**src/tcc_defs.vh**
```
/*
 * Register offsets, field positions, reset values and mode codes of the
 * dual 16-bit compare and capture block.
 * Assumes a byte-addressed APB slave with one aligned 32-bit word per
 * register and the narrow data in the low bits.
 */
`ifndef TCC_DEFS_VH
`define TCC_DEFS_VH

// Control and status words.
`define TCC_OFS_T1_MASK   8'h00
`define TCC_OFS_T3_MASK   8'h04
`define TCC_OFS_T1_FLAGS  8'h08
`define TCC_OFS_T3_FLAGS  8'h0c
`define TCC_OFS_T1_CTRL   8'h10
`define TCC_OFS_T3_CTRL   8'h14
`define TCC_OFS_T1_FORCE  8'h18
`define TCC_OFS_T3_FORCE  8'h1c

// Byte windows of the 16-bit values; bit 6 of the address picks the timer.
`define TCC_OFS_WIDE_BASE 8'h20
`define TCC_OFS_WIDE_LAST 8'h5c
`define TCC_WIDE_T3_BIT   6
`define TCC_IDX_CMPA_LO   3'h0
`define TCC_IDX_CMPA_HI   3'h1
`define TCC_IDX_CMPB_LO   3'h2
`define TCC_IDX_CMPB_HI   3'h3
`define TCC_IDX_CMPC_LO   3'h4
`define TCC_IDX_CMPC_HI   3'h5
`define TCC_IDX_CAP_LO    3'h6
`define TCC_IDX_CAP_HI    3'h7

// Mask and flag layout.
`define TCC_BIT_OVF       0
`define TCC_BIT_CMPA      1
`define TCC_BIT_CMPB      2
`define TCC_BIT_CMPC      3
`define TCC_BIT_CAP       5
`define TCC_FLAG_USED     8'h2f
`define TCC_MASK_RESET    8'h00
`define TCC_FLAGS_RESET   8'h00

// Control word layout.
`define TCC_CTRL_MODE_LSB 0
`define TCC_CTRL_MODE_MSB 3
`define TCC_CTRL_RISING   4
`define TCC_CTRL_USE_COMP 5
`define TCC_CTRL_USED     8'h3f
`define TCC_CTRL_RESET    8'h00

// Waveform mode codes with a special meaning here.
`define TCC_MODE_NORMAL   4'h0
`define TCC_MODE_CTC_CMPA 4'h4
`define TCC_MODE_CTC_CAP  4'hc
`define TCC_MODE_RESVD    4'hd
`define TCC_MODE_FPWM_CAP 4'he

`endif

```
**src/tcc_edge.v**
```verilog
/*
 * Capture event detector for one timer: picks the pin or the comparator,
 * detects the selected edge and emits a one-cycle event.
 * Assumes inputs synchronous to clk_sys_in and a synchronous low reset.
 */
module tcc_edge
(
	input  wire clk_sys_in,
	input  wire rst_n_in,
	input  wire pin_in,
	input  wire comp_in,
	input  wire use_comp_in,
	input  wire rising_in,
	input  wire enable_in,
	output wire evt_out
);
	reg  prev_ff;
	reg  evt_ff;
	wire src;
	wire nxt_evt;

	// The chosen source and the edge wanted on it.
	assign src = use_comp_in ? comp_in : pin_in;
	assign nxt_evt = enable_in &&
		(rising_in ? (src && !prev_ff) : (!src && prev_ff));

	// Previous sample and registered event.
	always @(posedge clk_sys_in)
	begin
		if (!rst_n_in)
		begin
			prev_ff <= 1'b0;
			evt_ff  <= 1'b0;
		end
		else
		begin
			prev_ff <= src;
			evt_ff  <= nxt_evt;
		end
	end

	assign evt_out = evt_ff;
endmodule

```
**src/tcc_chan.v**
```verilog
/*
 * One timer: three compare values with match detection, the capture value
 * and the sticky flag register.
 * Assumes the counter unit outside gives the count, a tick per timer clock
 * and one-cycle max, top and bottom events.
 */
`include "tcc_defs.vh"
module tcc_chan #(parameter WIDTH = 16)
(
	input  wire             clk_sys_in,
	input  wire             rst_n_in,
	input  wire [2:0]       cmp_wr_in,
	input  wire             cap_wr_in,
	input  wire [WIDTH-1:0] wr_data_in,
	input  wire [7:0]       flag_clr_in,
	input  wire [7:0]       vec_ack_in,
	input  wire [3:0]       mode_in,
	input  wire [WIDTH-1:0] counter_in,
	input  wire             tick_in,
	input  wire             max_in,
	input  wire             top_in,
	input  wire             bottom_in,
	input  wire             cap_evt_in,
	output wire [WIDTH*3-1:0] cmp_out,
	output wire [WIDTH-1:0] cap_out,
	output wire [2:0]       match_out,
	output wire [7:0]       flags_out,
	output wire             cap_is_top_out
);
	reg  [WIDTH-1:0] cmp_ff [0:2];
	reg  [2:0]       match_ff;
	reg  [WIDTH-1:0] cap_ff;
	reg  [7:0]       flags_ff;
	reg  [7:0]       set_vec;
	reg              ovf_evt;
	wire             cap_is_top;
	genvar           gi;

	assign cap_is_top = (mode_in == `TCC_MODE_CTC_CAP) ||
		(mode_in == `TCC_MODE_FPWM_CAP);

	// Per channel: storage, and a match caught on the timer tick.
	generate
		for (gi = 0; gi < 3; gi = gi + 1)
		begin : g_cmp
			always @(posedge clk_sys_in)
			begin
				if (!rst_n_in)
				begin
					cmp_ff[gi]   <= {WIDTH{1'b0}};
					match_ff[gi] <= 1'b0;
				end
				else
				begin
					if (cmp_wr_in[gi])
						cmp_ff[gi] <= wr_data_in;
					match_ff[gi] <= tick_in &&
						(counter_in == cmp_ff[gi]);
				end
			end
			assign cmp_out[gi*WIDTH +: WIDTH] = cmp_ff[gi];
		end
	endgenerate

	// Overflow event source depends on the waveform mode.
	always @*
	begin
		ovf_evt = 1'b0;
		case (mode_in)
			4'h0, 4'h4, 4'hc: ovf_evt = max_in;
			4'h1, 4'h2, 4'h3, 4'h8, 4'h9, 4'ha, 4'hb: ovf_evt = bottom_in;
			4'h5, 4'h6, 4'h7, 4'he, 4'hf: ovf_evt = top_in;
			default: ovf_evt = 1'b0;
		endcase
		set_vec = 8'h00;
		set_vec[`TCC_BIT_OVF]  = ovf_evt;
		set_vec[`TCC_BIT_CMPA] = match_ff[0];
		set_vec[`TCC_BIT_CMPB] = match_ff[1];
		set_vec[`TCC_BIT_CMPC] = match_ff[2];
		set_vec[`TCC_BIT_CAP]  = cap_is_top ? top_in : cap_evt_in;
	end

	// Capture storage; a bus write wins over a same-cycle event.
	// Flags: a new event wins over a clear in the same cycle.
	always @(posedge clk_sys_in)
	begin
		if (!rst_n_in)
		begin
			cap_ff   <= {WIDTH{1'b0}};
			flags_ff <= `TCC_FLAGS_RESET;
		end
		else
		begin
			if (cap_wr_in)
				cap_ff <= wr_data_in;
			else if (cap_evt_in && !cap_is_top)
				cap_ff <= counter_in;
			flags_ff <= ((flags_ff & ~(flag_clr_in | vec_ack_in)) |
				set_vec) & `TCC_FLAG_USED;
		end
	end

	assign cap_out        = cap_ff;
	assign match_out      = match_ff;
	assign flags_out      = flags_ff;
	assign cap_is_top_out = cap_is_top;
endmodule

```
**src/tcc_top.v**
```verilog
/*
 * Compare, capture and interrupt flag logic of two 16-bit timers behind an
 * APB slave, with one shared high-byte latch for atomic 16-bit access.
 * Assumes the counter units and waveform generators sit outside, a single
 * 25 MHz clock, synchronous inputs and a synchronous active-low reset.
 */
`include "tcc_defs.vh"
module tcc_top #(parameter WIDTH = 16)
(
	input  wire             clk_sys_in,
	input  wire             rst_n_in,
	input  wire [7:0]       paddr_in,
	input  wire             psel_in,
	input  wire             penable_in,
	input  wire             pwrite_in,
	input  wire [31:0]      pwdata_in,
	output wire [31:0]      prdata_out,
	output wire             pready_out,
	output wire             pslverr_out,
	input  wire             global_irq_enable_in,
	input  wire [WIDTH-1:0] t1_counter_in,
	input  wire             t1_tick_in,
	input  wire             t1_max_in,
	input  wire             t1_top_in,
	input  wire             t1_bottom_in,
	input  wire             t1_capture_pin_in,
	input  wire             t1_analog_comp_in,
	input  wire [7:0]       t1_vector_ack_in,
	input  wire [WIDTH-1:0] t3_counter_in,
	input  wire             t3_tick_in,
	input  wire             t3_max_in,
	input  wire             t3_top_in,
	input  wire             t3_bottom_in,
	input  wire             t3_capture_pin_in,
	input  wire [7:0]       t3_vector_ack_in,
	output wire [WIDTH-1:0] t1_compare_a_out,
	output wire [WIDTH-1:0] t1_capture_out,
	output wire [2:0]       t1_match_out,
	output wire [2:0]       t1_force_out,
	output wire [7:0]       t1_irq_req_out,
	output wire [WIDTH-1:0] t3_compare_a_out,
	output wire [WIDTH-1:0] t3_capture_out,
	output wire [2:0]       t3_match_out,
	output wire [2:0]       t3_force_out,
	output wire [7:0]       t3_irq_req_out,
	output wire             irq_out
);
	// APB answer state.
	reg  [31:0] prdata_ff;
	reg  [31:0] nxt_prdata;
	reg         pready_ff;
	reg         pslverr_ff;
	reg         nxt_err;
	// Software visible control state.
	reg  [7:0]  t1_mask_ff;
	reg  [7:0]  t3_mask_ff;
	reg  [7:0]  t1_ctrl_ff;
	reg  [7:0]  t3_ctrl_ff;
	reg  [7:0]  temp_ff;
	reg  [2:0]  t1_force_ff;
	reg  [2:0]  t3_force_ff;
	reg  [7:0]  t1_irq_ff;
	reg  [7:0]  t3_irq_ff;
	reg         irq_ff;

	// Decoded strobes toward the two timers.
	reg  [2:0]  t1_cmp_wr;
	reg  [2:0]  t3_cmp_wr;
	reg         t1_cap_wr;
	reg         t3_cap_wr;
	reg  [7:0]  t1_clr;
	reg  [7:0]  t3_clr;
	wire        access;
	wire        wr_go;
	wire        rd_go;
	wire        is_wide;
	wire        wide_t3;
	wire [2:0]  wide_idx;
	wire [WIDTH-1:0] wide_wdata;
	wire [WIDTH*3-1:0] t1_cmp;
	wire [WIDTH*3-1:0] t3_cmp;
	wire [WIDTH-1:0] t1_cap;
	wire [WIDTH-1:0] t3_cap;
	wire [WIDTH*3-1:0] sel_cmp;
	wire [WIDTH-1:0] sel_cap;
	wire [7:0]  t1_flags;
	wire [7:0]  t3_flags;
	wire        t1_cap_top;
	wire        t3_cap_top;
	wire        t1_cap_evt;
	wire        t3_cap_evt;
	wire [7:0]  nxt_t1_irq;
	wire [7:0]  nxt_t3_irq;
	// A transfer completes at the edge where the slave shows pready, so
	// every access phase lasts two cycles: one to prepare, one to answer.
	assign access  = psel_in && penable_in;
	assign wr_go   = access && pready_ff && pwrite_in;
	assign rd_go   = access && pready_ff && !pwrite_in;
	assign is_wide = (paddr_in >= `TCC_OFS_WIDE_BASE) &&
		(paddr_in <= `TCC_OFS_WIDE_LAST);
	assign wide_t3  = paddr_in[`TCC_WIDE_T3_BIT];
	assign wide_idx = paddr_in[4:2];
	assign sel_cmp  = wide_t3 ? t3_cmp : t1_cmp;
	assign sel_cap  = wide_t3 ? t3_cap : t1_cap;
	// The low-byte write carries the latched high byte along.
	assign wide_wdata = {temp_ff, pwdata_in[7:0]};
	// True for modes without PWM, where a forced strobe is allowed.
	function non_pwm;
		input [3:0] mode;
		begin
			non_pwm = (mode == `TCC_MODE_NORMAL) ||
				(mode == `TCC_MODE_CTC_CMPA) ||
				(mode == `TCC_MODE_CTC_CAP);
		end
	endfunction

	// Read data and error for the access under preparation.
	always @*
	begin
		nxt_prdata = 32'h0000_0000;
		nxt_err    = 1'b0;
		if (paddr_in[1:0] != 2'b00)
			nxt_err = 1'b1;
		else if (is_wide)
		begin
			case (wide_idx)
				`TCC_IDX_CAP_LO: nxt_prdata[7:0] = sel_cap[7:0];
				`TCC_IDX_CAP_HI: nxt_prdata[7:0] = temp_ff;
				default: nxt_prdata[7:0] = sel_cmp[wide_idx*8 +: 8];
			endcase
		end
		else
		begin
			case (paddr_in)
				`TCC_OFS_T1_MASK:  nxt_prdata[7:0] = t1_mask_ff;
				`TCC_OFS_T3_MASK:  nxt_prdata[7:0] = t3_mask_ff;
				`TCC_OFS_T1_FLAGS: nxt_prdata[7:0] = t1_flags;
				`TCC_OFS_T3_FLAGS: nxt_prdata[7:0] = t3_flags;
				`TCC_OFS_T1_CTRL:  nxt_prdata[7:0] = t1_ctrl_ff;
				`TCC_OFS_T3_CTRL:  nxt_prdata[7:0] = t3_ctrl_ff;
				`TCC_OFS_T1_FORCE: nxt_prdata = 32'h0000_0000;
				`TCC_OFS_T3_FORCE: nxt_prdata = 32'h0000_0000;
				default:           nxt_err = 1'b1;
			endcase
		end
	end

	// Write decode into per-timer strobes; only low-byte writes reach the
	// 16-bit values, high-byte writes only load the shared latch.
	always @*
	begin
		t1_cmp_wr = 3'b000;
		t3_cmp_wr = 3'b000;
		t1_cap_wr = 1'b0;
		t3_cap_wr = 1'b0;
		t1_clr    = 8'h00;
		t3_clr    = 8'h00;
		if (wr_go && !nxt_err)
		begin
			if (is_wide && !wide_idx[0])
			begin
				if (wide_idx == `TCC_IDX_CAP_LO)
				begin
					t1_cap_wr = !wide_t3;
					t3_cap_wr = wide_t3;
				end
				else
				begin
					t1_cmp_wr[wide_idx[2:1]] = !wide_t3;
					t3_cmp_wr[wide_idx[2:1]] = wide_t3;
				end
			end
			if (paddr_in == `TCC_OFS_T1_FLAGS)
				t1_clr = pwdata_in[7:0] & `TCC_FLAG_USED;
			if (paddr_in == `TCC_OFS_T3_FLAGS)
				t3_clr = pwdata_in[7:0] & `TCC_FLAG_USED;
		end
	end

	// APB answer: one wait state, then pready with data and error.
	always @(posedge clk_sys_in)
	begin
		if (!rst_n_in)
		begin
			pready_ff  <= 1'b0;
			prdata_ff  <= 32'h0000_0000;
			pslverr_ff <= 1'b0;
		end
		else
		begin
			pready_ff  <= access && !pready_ff;
			prdata_ff  <= (access && !pready_ff && !pwrite_in) ?
				nxt_prdata : 32'h0000_0000;
			pslverr_ff <= access && !pready_ff && nxt_err;
		end
	end

	// Control registers, shared latch and forced strobes. The latch is
	// shared by both timers, so an interrupt handler that touches a 16-bit
	// value between the two byte accesses of the main code corrupts it.
	always @(posedge clk_sys_in)
	begin
		if (!rst_n_in)
		begin
			t1_mask_ff  <= `TCC_MASK_RESET;
			t3_mask_ff  <= `TCC_MASK_RESET;
			t1_ctrl_ff  <= `TCC_CTRL_RESET;
			t3_ctrl_ff  <= `TCC_CTRL_RESET;
			temp_ff     <= 8'h00;
			t1_force_ff <= 3'b000;
			t3_force_ff <= 3'b000;
		end
		else
		begin
			t1_force_ff <= 3'b000;
			t3_force_ff <= 3'b000;
			if (wr_go && !nxt_err)
			begin
				case (paddr_in)
					`TCC_OFS_T1_MASK:
						t1_mask_ff <= pwdata_in[7:0] & `TCC_FLAG_USED;
					`TCC_OFS_T3_MASK:
						t3_mask_ff <= pwdata_in[7:0] & `TCC_FLAG_USED;
					`TCC_OFS_T1_CTRL:
						t1_ctrl_ff <= pwdata_in[7:0] & `TCC_CTRL_USED;
					`TCC_OFS_T3_CTRL:
						t3_ctrl_ff <= pwdata_in[7:0] & `TCC_CTRL_USED;
					`TCC_OFS_T1_FORCE:
						if (non_pwm(t1_ctrl_ff[3:0]))
							t1_force_ff <= pwdata_in[2:0];
					`TCC_OFS_T3_FORCE:
						if (non_pwm(t3_ctrl_ff[3:0]))
							t3_force_ff <= pwdata_in[2:0];
					default: ;
				endcase
				if (is_wide && wide_idx[0])
					temp_ff <= pwdata_in[7:0];
			end
			else if (rd_go && is_wide && wide_idx == `TCC_IDX_CAP_LO)
				temp_ff <= wide_t3 ? t3_cap[15:8] : t1_cap[15:8];
		end
	end

	// Capture event sources; the comparator choice exists on timer one.
	tcc_edge u_t1_edge
	(
		.clk_sys_in  (clk_sys_in),
		.rst_n_in    (rst_n_in),
		.pin_in      (t1_capture_pin_in),
		.comp_in     (t1_analog_comp_in),
		.use_comp_in (t1_ctrl_ff[`TCC_CTRL_USE_COMP]),
		.rising_in   (t1_ctrl_ff[`TCC_CTRL_RISING]),
		.enable_in   (!t1_cap_top),
		.evt_out     (t1_cap_evt)
	);
	tcc_edge u_t3_edge
	(
		.clk_sys_in  (clk_sys_in),
		.rst_n_in    (rst_n_in),
		.pin_in      (t3_capture_pin_in),
		.comp_in     (1'b0),
		.use_comp_in (1'b0),
		.rising_in   (t3_ctrl_ff[`TCC_CTRL_RISING]),
		.enable_in   (!t3_cap_top),
		.evt_out     (t3_cap_evt)
	);

	// The two timers.
	tcc_chan #(.WIDTH(WIDTH)) u_t1
	(
		.clk_sys_in     (clk_sys_in),
		.rst_n_in       (rst_n_in),
		.cmp_wr_in      (t1_cmp_wr),
		.cap_wr_in      (t1_cap_wr),
		.wr_data_in     (wide_wdata),
		.flag_clr_in    (t1_clr),
		.vec_ack_in     (t1_vector_ack_in),
		.mode_in        (t1_ctrl_ff[3:0]),
		.counter_in     (t1_counter_in),
		.tick_in        (t1_tick_in),
		.max_in         (t1_max_in),
		.top_in         (t1_top_in),
		.bottom_in      (t1_bottom_in),
		.cap_evt_in     (t1_cap_evt),
		.cmp_out        (t1_cmp),
		.cap_out        (t1_cap),
		.match_out      (t1_match_out),
		.flags_out      (t1_flags),
		.cap_is_top_out (t1_cap_top)
	);
	tcc_chan #(.WIDTH(WIDTH)) u_t3
	(
		.clk_sys_in     (clk_sys_in),
		.rst_n_in       (rst_n_in),
		.cmp_wr_in      (t3_cmp_wr),
		.cap_wr_in      (t3_cap_wr),
		.wr_data_in     (wide_wdata),
		.flag_clr_in    (t3_clr),
		.vec_ack_in     (t3_vector_ack_in),
		.mode_in        (t3_ctrl_ff[3:0]),
		.counter_in     (t3_counter_in),
		.tick_in        (t3_tick_in),
		.max_in         (t3_max_in),
		.top_in         (t3_top_in),
		.bottom_in      (t3_bottom_in),
		.cap_evt_in     (t3_cap_evt),
		.cmp_out        (t3_cmp),
		.cap_out        (t3_cap),
		.match_out      (t3_match_out),
		.flags_out      (t3_flags),
		.cap_is_top_out (t3_cap_top)
	);

	// Requests are registered so the outputs come from flip-flops; the
	// price is one cycle of latency after a flag or mask changes.
	assign nxt_t1_irq = t1_mask_ff & t1_flags &
		{8{global_irq_enable_in}};
	assign nxt_t3_irq = t3_mask_ff & t3_flags &
		{8{global_irq_enable_in}};

	always @(posedge clk_sys_in)
	begin
		if (!rst_n_in)
		begin
			t1_irq_ff <= 8'h00;
			t3_irq_ff <= 8'h00;
			irq_ff    <= 1'b0;
		end
		else
		begin
			t1_irq_ff <= nxt_t1_irq;
			t3_irq_ff <= nxt_t3_irq;
			irq_ff    <= |{nxt_t1_irq, nxt_t3_irq};
		end
	end

	// Output wiring, all from flip-flops.
	assign prdata_out       = prdata_ff;
	assign pready_out       = pready_ff;
	assign pslverr_out      = pslverr_ff;
	assign t1_compare_a_out = t1_cmp[WIDTH-1:0];
	assign t3_compare_a_out = t3_cmp[WIDTH-1:0];
	assign t1_capture_out   = t1_cap;
	assign t3_capture_out   = t3_cap;
	assign t1_force_out     = t1_force_ff;
	assign t3_force_out     = t3_force_ff;
	assign t1_irq_req_out   = t1_irq_ff;
	assign t3_irq_req_out   = t3_irq_ff;
	assign irq_out          = irq_ff;
endmodule

```
**config.mk**
```make
export PLATFORM = sky130hd
export DESIGN_NAME = tcc_top
export DESIGN_NICKNAME = d
export VERILOG_FILES = /design/src/tcc_edge.v /design/src/tcc_chan.v /design/src/tcc_top.v
export VERILOG_INCLUDE_DIRS = /design/src
export SDC_FILE = /design/constraint.sdc
export NUM_CORES = 1
export LEC_CHECK = 0
export ABC_AREA = 1
export BUFFER_PORTS_ARGS = -buffer_cell sky130_fd_sc_hd__buf_2
export CAP_MARGIN = 40
export CORE_MARGIN = 2
export CORE_UTILIZATION = 45
export CTS_BUF_LIST = sky130_fd_sc_hd__clkbuf_8
export CTS_CLUSTER_SIZE = 28
export DETAILED_ROUTE_END_ITERATION = 6
export PLACE_DENSITY = 0.74
export SKIP_CTS_REPAIR_TIMING = 1
export SYNTH_ARGS = -nofsm -noshare
export SYNTH_HDL_FRONTEND = slang
export SYNTH_SLANG_ARGS = --single-unit
```
**constraint.sdc**
```tcl
create_clock -name clk_sys_in -period 8.3 [get_ports clk_sys_in]
set_input_delay 2.49 -clock clk_sys_in [delete_from_list [all_inputs] [get_ports clk_sys_in]]
set_output_delay 2.49 -clock clk_sys_in [all_outputs]
set_load 0.1 [all_outputs]
```
==> results.cfg <==
[synthesis]
synth_warnings = 0
synthArstFlopShare_pct = 0
syn_inst = 1469
synth.most_common_cell = nand2_1
ys.flop_type = dfxtp_1
synth_commonest_cells = nand2_1, nor2_1, inv_1
syn_area_sq_um = 11200
syn_avg_cell_area_sq_um = 7.65
ys_seq_area_share_pct = 45.1
yosysUniqueCellTypes = 43
synth_area_leaders = edfxtp_1, dfxtp_1, nand2_1
synth_top_area_share_pct = 25.7
synth_top_area_cell = edfxtp_1
synth_edf_count = 96
ys_ff_latch = 205

[sta]
finalClockSkew_ps = 25.5
worst_slew_pin_slew_ps = 895
rsz0062_at_grt = no
slew_viol_final = 0
holdWs_ps = 453
relSlewSlack_pct = 40.3
fin_crit_ps = 5230
fin_ws_ps = 3070
fin_setup_tns_ps = 0
hold_viol = 0
max_freq_ghz = 0.191
setup_viol = 0
fin_crit_sh_pct = 63.0

[die]
initial_core_util_pct = 46.1
die_h_microns = 162
boundaryPins = 232
num_rows = 57
dieWidth_microns = 162
core_area_sq_um = 24400
die_area_sq_um = 26200

[critical_path]
crit_type = primary input to register
crit_fanout = 83
start_kind = primary input
critPathTopFamily = buffers and inverters
worstPathCellList = buf_2 > buf_4 > inv_2 > buf_4 > nand2_2 > nand2_1 > clkinv_1 > nand2_2 > nor2_4 > nand4_2 > o21ai_1 > buf_4
path_buf_inv = 6
crit_slowest_cell = buf_4
endpoint_kind = register
crit_top_cell = buf_4
required_ps = 8520
arrival_ps = 5450
cpPeakStageDelay_ps = 660

[job]
cap_violations = 0

[power]
power_leakage_nw = 5.51
ir_drop_mv = 0.114
cellPowerDensity_nw_per_um2 = 193

[drt]
antenna_left = 0
drtIter0Drc = 1383
vias_per_cell = 5.75
wl_microns = 43200
wl_per_cell_microns = 22.2
vias = 11200
dr.pass1.iters = 6
post-route-drc-count = 0

[placed_design]
dpl_worst_slack_ps = 2590
numPortBuffers = 171
dp_cells = 1882
dp_hpwl_microns = 31400
gp_congestion = 0.985

[cells_and_area]
fillers = 2442
antenna_cells = 0
final_util_pct = 52.3
stdcell_count = 1949
nNetsFinal = 1702
syn_to_final_growth_pct = 13.6
drive_gt1_share_pct = 17.7

[hold_path]
min_path_type = register to register

[global_route]
grt_util_all_layers_pct = 32.1
antenna_found_initial = 0
grt_pass1_vias = 10100
grt_pass1_wl_microns = 62500
grt_max_degree = 84
overflow = 0

[outcome]
run_status = complete, no violations

[cts]
clock-root-buffer = clkbuf_8
clkLatencyLatePin_ps = 560
cts_made_buffers = 37
clk_path_buf_depth = 3
cts_tree = built
clk_pin_slew_ps = 60
htreeDepth = 2
cts_sinks = 205
==> layout make-up <==
class / instances / area, sq um / share of cell area, %
clock inverter: 22 / 161 / 1.27
multi-input combinational: 1026 / 5000 / 39.2
sequential: 205 / 5060 / 39.7
inverter: 146 / 551 / 4.31
clock buffer: 45 / 619 / 4.85
timing repair buffer: 181 / 958 / 7.51
tap: 324 / 405 / 3.18
==> worst register-to-register path: cells and delay by family (launching register included) <==
kind	cells	cell delay, ps
buffers and inverters	3	1000
and+or+nand+nor	4	1480
DFF	1	350
==> cells by family after synthesis <==
family / count (synthesis) / synth area share [%]
other cells: 1 / 0.0334
buf+inv: 267 / 11.4
simple gates: 681 / 26.8
flops: 205 / 45.1
xor+xnor: 32 / 2.49
compound gates: 283 / 14.2
==> stage by stage <==
stage / cell area (sq um) / total power (W)
2_1_floorplan: 11300 / 0.00137
3_3_place_gp: 11900 / 0.00145
6_report: 12800 / 0.00246
4_1_cts: 12800 / 0.00245
3_5_place_dp: 12000 / 0.00145
5_1_grt: 12800 / 0.00253
==> power by group <==
group          switching (W)  leakage [nW]  internal [W]
combinational       0.000282          3.20     0.0000617
sequential         0.0000218          1.88       0.00108
clock               0.000459         0.433      0.000559
total               0.000763          5.51       0.00170
==> metal layers <==
layer | vias up | global-route usage (%) | wire length [microns]
met2 | 813 | 50.3 | 19000
met5 | - | 0 | 0
li1 | 5106 | - | -
met1 | 5150 | 43.3 | 16800
met3 | 141 | 6.54 | 5240
met4 | 0 | 13.7 | 2140
==> state kept, by name, indices dropped and copies added, names as in the netlist, 6 cells and up <==
| signal | cells |
|---|---|
| u_t3.cmp_ff | 48 |
| prdata_out | 8 |
| t3_ctrl_ff | 6 |
| t1_ctrl_ff | 6 |
| u_t1.cmp_ff | 48 |
| u_t1.cap_out | 16 |
| u_t3.cap_out | 16 |
| temp_ff | 8 |
==> placed cells by master (no fill, tap or decap), drive strengths merged <==
cell,instances
nand2,291
nor2,197
buf,181
inv,142
nand3,115
dfxtp,109
o21ai,105
a21oi,104
edfxtp,96
nor3,51
clkbuf,45
conb,30
o22ai,24
xor2,23
clkinv,22
o211ai,20
a221oi,15
nand4,12
xnor2,9
or2,6
nor4,6
o31ai,5
a211oi,4
o221ai,3
nor3b,2
o2111ai,2
clkinvlp,2
bufinv,2
nand3b,1
a21boi,1
==> final timing paths <==
check,from,endpoint,slack (ps),depth (start not counted)
hold reg to reg,t1_ctrl_ff[4]$_SDFFE_PN0P_,u_t1_edge.evt_out$_SDFF_PN0_,450,2
setup reg to reg,pready_out$_SDFF_PN0_,u_t3.cmp_ff[1][10]$_SDFFCE_PN0P_,5280,7
setup / recovery,paddr_in[6],u_t3.cmp_ff[0][13]$_SDFFCE_PN0P_,3070,12
hold / removal,t1_ctrl_ff[4]$_SDFFE_PN0P_,u_t1_edge.evt_out$_SDFF_PN0_,450,2
Note: power is estimated with default switching activity, not from simulation.
